==> src/verilog/pmt_pkg.sv <==
package pmt_pkg;

   // Register byte offsets on APB
   localparam logic [7:0] PMT_OFF_COUNT   = 8'h00;
   localparam logic [7:0] PMT_OFF_PERIOD  = 8'h04;
   localparam logic [7:0] PMT_OFF_CONTROL = 8'h08;
   localparam logic [7:0] PMT_OFF_STATUS  = 8'h0C;
   localparam logic [7:0] PMT_OFF_MASK    = 8'h10;
   localparam logic [7:0] PMT_OFF_SYSCTL  = 8'h14;

   // Control register fields
   localparam int PMT_CTL_PRE_LSB  = 0;   // prescale_select [1:0]
   localparam int PMT_CTL_ON_BIT   = 2;   // timer on
   localparam int PMT_CTL_POST_LSB = 3;   // postscale_select [6:3]

   // System control register fields
   localparam int PMT_SYS_PRIO_BIT = 0;   // match_irq_priority
   localparam int PMT_SYS_DIS_BIT  = 1;   // timer_module_disable
   localparam int PMT_SYS_SEL_LSB  = 2;   // pwm_timebase_select pairs from here

   // Reset values
   localparam logic [7:0] PMT_COUNT_RST  = 8'h00;
   localparam logic [7:0] PMT_PERIOD_RST = 8'hFF;
   localparam logic [6:0] PMT_CTL_RST    = 7'h00;

   // Instruction clock divides the core clock by four
   localparam int         PMT_ICLK_DIV   = 4;

   // Serial port mode that selects this timer as shift clock
   localparam logic [3:0] PMT_SPI_TMR_MODE = 4'h3;

   typedef enum logic [1:0] {
      PMT_PRE_DIV1,
      PMT_PRE_DIV4,
      PMT_PRE_DIV16A,
      PMT_PRE_DIV16B
   } pmt_pre_t;

endpackage

==> src/verilog/pmt_prescaler.sv <==
module pmt_prescaler
   import pmt_pkg::*;
(
   input  wire logic       pclk,
   input  wire logic       presetn,
   input  wire logic       clear,
   input  wire logic       tick_in,
   input  wire logic [1:0] prescale_select,
   output logic            tick_out
);

   logic [3:0] pre_cnt_reg;
   logic [3:0] pre_cnt_next;
   logic [3:0] pre_limit;
   logic       pre_wrap;

   // Divide ratio decode: 1, 4 or 16
   assign pre_limit = (prescale_select == PMT_PRE_DIV1) ? 4'h0 :
                      (prescale_select == PMT_PRE_DIV4) ? 4'h3 : 4'hF;
   assign pre_wrap  = (pre_cnt_reg >= pre_limit);
   assign tick_out  = tick_in && pre_wrap;
   assign pre_cnt_next = clear ? 4'h0 :
                         (tick_in ? (pre_wrap ? 4'h0 : pre_cnt_reg + 4'h1) : pre_cnt_reg);

   // Four-bit prescale counter
   always_ff @(posedge pclk or negedge presetn) begin
      if (!presetn) begin
         pre_cnt_reg <= 4'h0;
      end else begin
         pre_cnt_reg <= pre_cnt_next;
      end
   end

endmodule

==> src/verilog/pmt_timer.sv <==
module pmt_timer
   import pmt_pkg::*;
#(
   parameter int N_PWM = 2
)
(
   input  wire logic               pclk,
   input  wire logic               presetn,
   input  wire logic               psel,
   input  wire logic               penable,
   input  wire logic               pwrite,
   input  wire logic [7:0]         paddr,
   input  wire logic [31:0]        pwdata,
   output logic      [31:0]        prdata,
   output logic                    pready,
   output logic                    pslverr,
   input  wire logic               sleep,
   input  wire logic [3:0]         serial_port_mode,
   input  wire logic [2*N_PWM-1:0] other_timer_match,
   output logic                    timer_match,
   output logic      [N_PWM-1:0]   pwm_timebase,
   output logic                    spi_shift_clk,
   output logic                    irq,
   output logic                    irq_priority
);

   initial begin
      if (N_PWM < 1 || N_PWM > 15) begin
         $error("N_PWM out of range");
      end
   end

   localparam int SYS_W = PMT_SYS_SEL_LSB + 2 * N_PWM;

   logic [7:0]       timer_count_reg;
   logic [7:0]       timer_count_next;
   logic [7:0]       period_value_reg;
   logic [6:0]       timer_control_reg;
   logic [1:0]       iclk_reg;
   logic [3:0]       post_cnt_reg;
   logic [3:0]       post_cnt_next;
   logic             match_irq_flag_reg;
   logic             match_irq_enable_reg;
   logic [SYS_W-1:0] sysctl_reg;
   logic             wr_en;
   logic             rd_en;
   logic             wr_count;
   logic             wr_period;
   logic             wr_control;
   logic             wr_status;
   logic             wr_mask;
   logic             wr_sysctl;
   logic             addr_ok;
   logic             mod_dis;
   logic             timer_on;
   logic             iclk_tick;
   logic             run_tick;
   logic             pre_tick;
   logic             scaler_clr;
   logic             post_hit;
   logic [1:0]       prescale_select;
   logic [3:0]       postscale_select;
   logic [31:0]      rd_mux;

   // APB decode; zero wait states so pready is always high
   assign wr_en      = psel && penable && pwrite;
   assign rd_en      = psel && penable && !pwrite;
   assign wr_count   = wr_en && (paddr == PMT_OFF_COUNT);
   assign wr_period  = wr_en && (paddr == PMT_OFF_PERIOD);
   assign wr_control = wr_en && (paddr == PMT_OFF_CONTROL);
   assign wr_status  = wr_en && (paddr == PMT_OFF_STATUS);
   assign wr_mask    = wr_en && (paddr == PMT_OFF_MASK);
   assign wr_sysctl  = wr_en && (paddr == PMT_OFF_SYSCTL);
   assign addr_ok    = (paddr == PMT_OFF_COUNT) || (paddr == PMT_OFF_PERIOD) ||
                       (paddr == PMT_OFF_CONTROL) || (paddr == PMT_OFF_STATUS) ||
                       (paddr == PMT_OFF_MASK) || (paddr == PMT_OFF_SYSCTL);
   assign pready     = 1'b1;
   assign pslverr    = psel && penable && !addr_ok;

   // Control field breakout
   assign prescale_select  = timer_control_reg[PMT_CTL_PRE_LSB +: 2];
   assign postscale_select = timer_control_reg[PMT_CTL_POST_LSB +: 4];
   assign timer_on         = timer_control_reg[PMT_CTL_ON_BIT];
   assign mod_dis          = sysctl_reg[PMT_SYS_DIS_BIT];

   // Instruction clock tick, one pclk in four
   assign iclk_tick = (iclk_reg == 2'(PMT_ICLK_DIV - 1));
   // Sleep and timer-off freeze the time base; disable also clears prescaler and count
   assign run_tick  = iclk_tick && timer_on && !sleep && !mod_dis;
   assign scaler_clr = wr_count || wr_control || mod_dis;

   // Comparator runs every cycle
   assign timer_match = !mod_dis && (timer_count_reg == period_value_reg);

   pmt_prescaler u_pre (
      .pclk            (pclk),
      .presetn         (presetn),
      .clear           (scaler_clr),
      .tick_in         (run_tick),
      .prescale_select (prescale_select),
      .tick_out        (pre_tick)
   );

   // Count: disable wins, then write, then match reset, then increment
   assign timer_count_next = mod_dis   ? PMT_COUNT_RST :
                             wr_count  ? pwdata[7:0] :
                             !pre_tick ? timer_count_reg :
                             timer_match ? PMT_COUNT_RST :
                             timer_count_reg + 8'h01;

   // Postscaler advances on each counted match
   assign post_hit      = pre_tick && timer_match && (post_cnt_reg == postscale_select);
   assign post_cnt_next = scaler_clr ? 4'h0 :
                          !(pre_tick && timer_match) ? post_cnt_reg :
                          post_hit ? 4'h0 : post_cnt_reg + 4'h1;

   // Instruction clock divider
   always_ff @(posedge pclk or negedge presetn) begin
      if (!presetn) begin
         iclk_reg <= 2'h0;
      end else begin
         iclk_reg <= iclk_reg + 2'h1;
      end
   end

   // Counter state
   always_ff @(posedge pclk or negedge presetn) begin
      if (!presetn) begin
         timer_count_reg <= PMT_COUNT_RST;
         post_cnt_reg    <= 4'h0;
      end else begin
         timer_count_reg <= timer_count_next;
         post_cnt_reg    <= post_cnt_next;
      end
   end

   // Period and control; disable forces them to reset values
   always_ff @(posedge pclk or negedge presetn) begin
      if (!presetn) begin
         period_value_reg  <= PMT_PERIOD_RST;
         timer_control_reg <= PMT_CTL_RST;
      end else if (mod_dis) begin
         period_value_reg  <= PMT_PERIOD_RST;
         timer_control_reg <= PMT_CTL_RST;
      end else begin
         if (wr_period) begin
            period_value_reg <= pwdata[7:0];
         end
         if (wr_control) begin
            timer_control_reg <= pwdata[6:0];
         end
      end
   end

   // Sticky flag: a new event beats a same-cycle clear
   always_ff @(posedge pclk or negedge presetn) begin
      if (!presetn) begin
         match_irq_flag_reg <= 1'b0;
      end else if (post_hit) begin
         match_irq_flag_reg <= 1'b1;
      end else if (mod_dis || (wr_status && pwdata[0])) begin
         match_irq_flag_reg <= 1'b0;
      end
   end

   // Mask and system control live outside the disabled module
   always_ff @(posedge pclk or negedge presetn) begin
      if (!presetn) begin
         match_irq_enable_reg <= 1'b0;
         sysctl_reg           <= '0;
      end else begin
         if (wr_mask) begin
            match_irq_enable_reg <= pwdata[0];
         end
         if (wr_sysctl) begin
            sysctl_reg <= pwdata[SYS_W-1:0];
         end
      end
   end

   assign irq          = match_irq_flag_reg && match_irq_enable_reg;
   assign irq_priority = sysctl_reg[PMT_SYS_PRIO_BIT];
   assign spi_shift_clk = (serial_port_mode == PMT_SPI_TMR_MODE) && timer_match;

   // Per-module time base select: 0 is this timer, else another timer
   genvar gi;
   generate
      for (gi = 0; gi < N_PWM; gi++) begin : g_pwm
         logic [1:0] tsel;
         assign tsel = sysctl_reg[PMT_SYS_SEL_LSB + 2*gi +: 2];
         assign pwm_timebase[gi] = (tsel == 2'h0) ? timer_match :
                                   other_timer_match[2*gi + int'(tsel) - 1];
      end
   endgenerate

   // Read mux; unmapped reads give zero
   assign rd_mux = (paddr == PMT_OFF_COUNT)   ? {24'h0, timer_count_reg} :
                   (paddr == PMT_OFF_PERIOD)  ? {24'h0, period_value_reg} :
                   (paddr == PMT_OFF_CONTROL) ? {25'h0, timer_control_reg} :
                   (paddr == PMT_OFF_STATUS)  ? {31'h0, match_irq_flag_reg} :
                   (paddr == PMT_OFF_MASK)    ? {31'h0, match_irq_enable_reg} :
                   (paddr == PMT_OFF_SYSCTL)  ? 32'(sysctl_reg) : 32'h0;
   assign prdata = rd_en ? rd_mux : 32'h0;

endmodule
==> config.mk <==
export PLATFORM = sky130hd
export DESIGN_NAME = pmt_timer
export DESIGN_NICKNAME = d
export VERILOG_FILES = /design/src/verilog/pmt_pkg.sv /design/src/verilog/pmt_prescaler.sv /design/src/verilog/pmt_timer.sv
export SDC_FILE = /design/constraint.sdc
export NUM_CORES = 1
export LEC_CHECK = 0
export BUFFER_PORTS_ARGS = -buffer_cell sky130_fd_sc_hd__buf_2
export CAP_MARGIN = 20
export CORE_UTILIZATION = 56
export DETAILED_ROUTE_END_ITERATION = 16
export MAX_ROUTING_LAYER = met4
export PLACE_DENSITY_LB_ADDON = 0.3
export SYNTH_ARGS = -nofsm -noshare
export SYNTH_HDL_FRONTEND = slang
export SYNTH_SLANG_ARGS = --single-unit
==> constraint.sdc <==
create_clock -name pclk -period 4.2 [get_ports pclk]
set_clock_uncertainty 0.05 [all_clocks]
set_input_delay 1.26 -clock pclk [delete_from_list [all_inputs] [get_ports pclk]]
set_output_delay 1.26 -clock pclk [all_outputs]
set_load 0.02 [all_outputs]
==> results.sh <==
export IMPL_dpl_cell_area_sq_um=3110
export IMPL_hold_path_startpoint="iclk_reg[0]$_DFF_PN0_"
export IMPL_ctsResizeCount=0
export IMPL_layout_nets=416
export IMPL_rsz0062_at_grt="false"
export IMPL_ys_seq_area_share_pct=35.3
export IMPL_power_total_uw=956
export IMPL_cp_data_arrival_time_ns=2.70
export IMPL_grt_ovfl_total=0
export IMPL_timing_hold_ws_ns=0.374
export IMPL_grt_antenna_before_repair=0
export IMPL_start_util_pct=60.1
export IMPL_status="complete, no violations"
export IMPL_clockPowerShare_pct=39.3
export IMPL_cts_inserted_buffers=5
export IMPL_die_area_sq_um=5530
export IMPL_cap_viol_max_count=0
export IMPL_synthFlopType="dfrtp_1"
export IMPL_synthToLayoutAreaGrowth_pct=10.6
export IMPL_cts_tree="yes"
export IMPL_worst_slack_ns=0.186
export IMPL_post_cts_buffers=0
export IMPL_p_leak_nw=1.49
export IMPL_power_density_nw_per_um2=295
export IMPL_cts_root_buf="clkbuf_8"
export IMPL_crit_required_ns=2.89
export IMPL_grt_pass1_wl_microns=12100
export IMPL_start_kind="input port"
export IMPL_clock_fmax_mhz=249
export IMPL_cts_sink_count=41
export IMPL_antennaDiodeCount=0
export IMPL_synth_seq_cells=41
export IMPL_yosys_warnings=0
export IMPL_port_buffer_count=44
export IMPL_yosys_area_top_type="dfrtp_1"
export IMPL_die_y_microns=74.4
export IMPL_core_sq_um=4880
export IMPL_ys_types=56
export IMPL_finalCriticalPeriod_ns=4.01
export IMPL_synthTopCellsByArea="dfrtp_1 (28%), dfstp_2 (7.2%), buf_4 (6.7%), ha_1 (4.3%), mux2i_1 (3.8%)"
export IMPL_synth_top_cell_area_share_pct=28.2
export IMPL_viasPerCell=6.19
export IMPL_r2r_cells=7
export IMPL_num_rows=25
export IMPL_postCtsHoldBufs=0
export IMPL_ctsHtreeMaxLevel=2
export IMPL_wl_per_cell_microns=17.3
export IMPL_yosysMostFrequentCell="dfrtp_1"
export IMPL_gp_congestion=0.905
export IMPL_syn_instance_count=311
export IMPL_p_comb_share_pct=13.7
export IMPL_wl_microns=7280
export IMPL_intPower_uw=719
export IMPL_postLayoutCoreUtil_pct=66.5
export IMPL_worst_slew_pin_slew_ns=0.887
export IMPL_r2r_start="timer_control_reg[1]$_DFFE_PN0P_"
export IMPL_ys_top_cells_by_count="dfrtp_1 (33), nor2_1 (27), buf_4 (26)"
export IMPL_finalNonFillerCells=420
export IMPL_fin_area_sq_um=3240
export IMPL_syn_area_sq_um=2930
export IMPL_grt_pass1_vias=2476
export IMPL_p_switching_uw=237
export IMPL_min_to="iclk_reg[0]$_DFF_PN0_"
export IMPL_cts_buffer_depth=2
export IMPL_post_route_period_util_pct=95.6
export IMPL_drtPass1Iterations=5
export IMPL_dp_cells=412
export IMPL_finalSetupViolCount=0
export IMPL_swShare_pct=24.8
export IMPL_finalSetupTns_ns=0
export IMPL_clock_latency_ns=0.29
export IMPL_multi_input_area_sq_um=1680
export IMPL_hold_class="reg -> reg"
export IMPL_r2r_end="timer_count_reg[6]$_DFFE_PN0P_"
export IMPL_synthArstFlopShare_pct=100
export IMPL_dp_hpwl_microns=5350
export IMPL_grt_use_total_pct=30.0
export IMPL_vias=2601
export IMPL_end_kind="primary output"
export IMPL_setup_worst_path_class="in -> out"
export IMPL_cts_clk_slew_worst_paths_ns=0.08
export IMPL_peakVddDrop_mv=0.239
export IMPL_antenna_left=0
export IMPL_nFillCells=396
export IMPL_drive_above_1_share_pct=24.4
export IMPL_drv_slew=0
export IMPL_finalHoldViolCount=0
export IMPL_place_ws_ns=0.243
export IMPL_drc=0
export IMPL_die_x_microns=74.4
export IMPL_ff_latch_area_sq_um=1040
export IMPL_grt_max_degree=42
export IMPL_slew_headroom_pct=40.9
export IMPL_syn_area_per_cell_sq_um=9.43
export IMPL_whs_path_depth=1
export IMPL_r2r_slack_ns=1.39
export IMPL_drt_iter0_drc=214
export IMPL_crit_path_max_fanout=5
export IMPL_synth_edf_count=0
export IMPL_io_pins=94
export IMPL_p_seq_share_pct=47.0
-- cell families after synthesis --
kind of cell               synth area share, %
and+or+nand+nor                           21.8
DFF                                       35.3
adders and majority gates                 4.27
buffers and inverters                     10.5
muxes                                     8.75
other                                    0.256
xor gates and xnor gates                  4.18
AOI/OAI and AO/OA                         14.9
-- placed cells by master (no fill, tap or decap), types with 6 or more instances in the layout --
cell and n:
inv_1 11, mux2_2 9, nor2b_1 11, nand3_1 18, buf_4 6, o221ai_1 7, nor2_1 27, buf_2 44
nand2_1 13, ha_1 10, a21oi_1 7, dfrtp_1 33, dfstp_2 8, nand4_1 9, xnor2_1 12, a211o_1 7
mux2i_1 11, conb_1 25, o21ai_0 6
-- power groups by stage --
stage | combinational [mW] | sequential, mW | clock, mW
after floorplan | 0.106 | 0.450 | 0
after global placement | 0.126 | 0.456 | 0
after detailed placement | 0.130 | 0.456 | 0
after CTS | 0.130 | 0.449 | 0.382
after global routing | 0.146 | 0.452 | 0.396
final | 0.131 | 0.450 | 0.376
-- per-layer routing --
| layer | up-vias | part of all wire [%] | global-route usage, % |
|---|---|---|---|
| met5 | - | 0 | - |
| met4 | 0 | 2.4 | 10.9 |
| met3 | 17 | 6.7 | 4.47 |
| met2 | 120 | 47 | 47.2 |
| met1 | 1284 | 44 | 39.2 |
| li1 | 1180 | - | - |
-- worst max path at each step --
stage	to	start	depth (start not counted)
after floorplan	prdata[1]	paddr[5]	5
after global placement	prdata[5]	paddr[4]	7
after detailed placement	prdata[2]	paddr[5]	7
after CTS	prdata[2]	paddr[4]	7
after global routing	prdata[2]	paddr[4]	7
final	prdata[2]	paddr[5]	7
-- critical path: stages --
cell and delay (ns):
buf_2 0.13, nor4_4 0.38, nand3_1 0.18, nor2_1 0.29, a221oi_1 0.15, nor2_1 0.12
buf_2 0.18
-- area by class of cell --
type	instances	area share (%)
multi-input cells	241	51.7
inverters	13	1.50
repair buffers	50	8.18
clock buffers	5	2.12
flip-flops and latches	41	31.9
well taps	67	2.58
clock inverters	3	2.01
No activity file was read; power rests on OpenSTA's default activity.
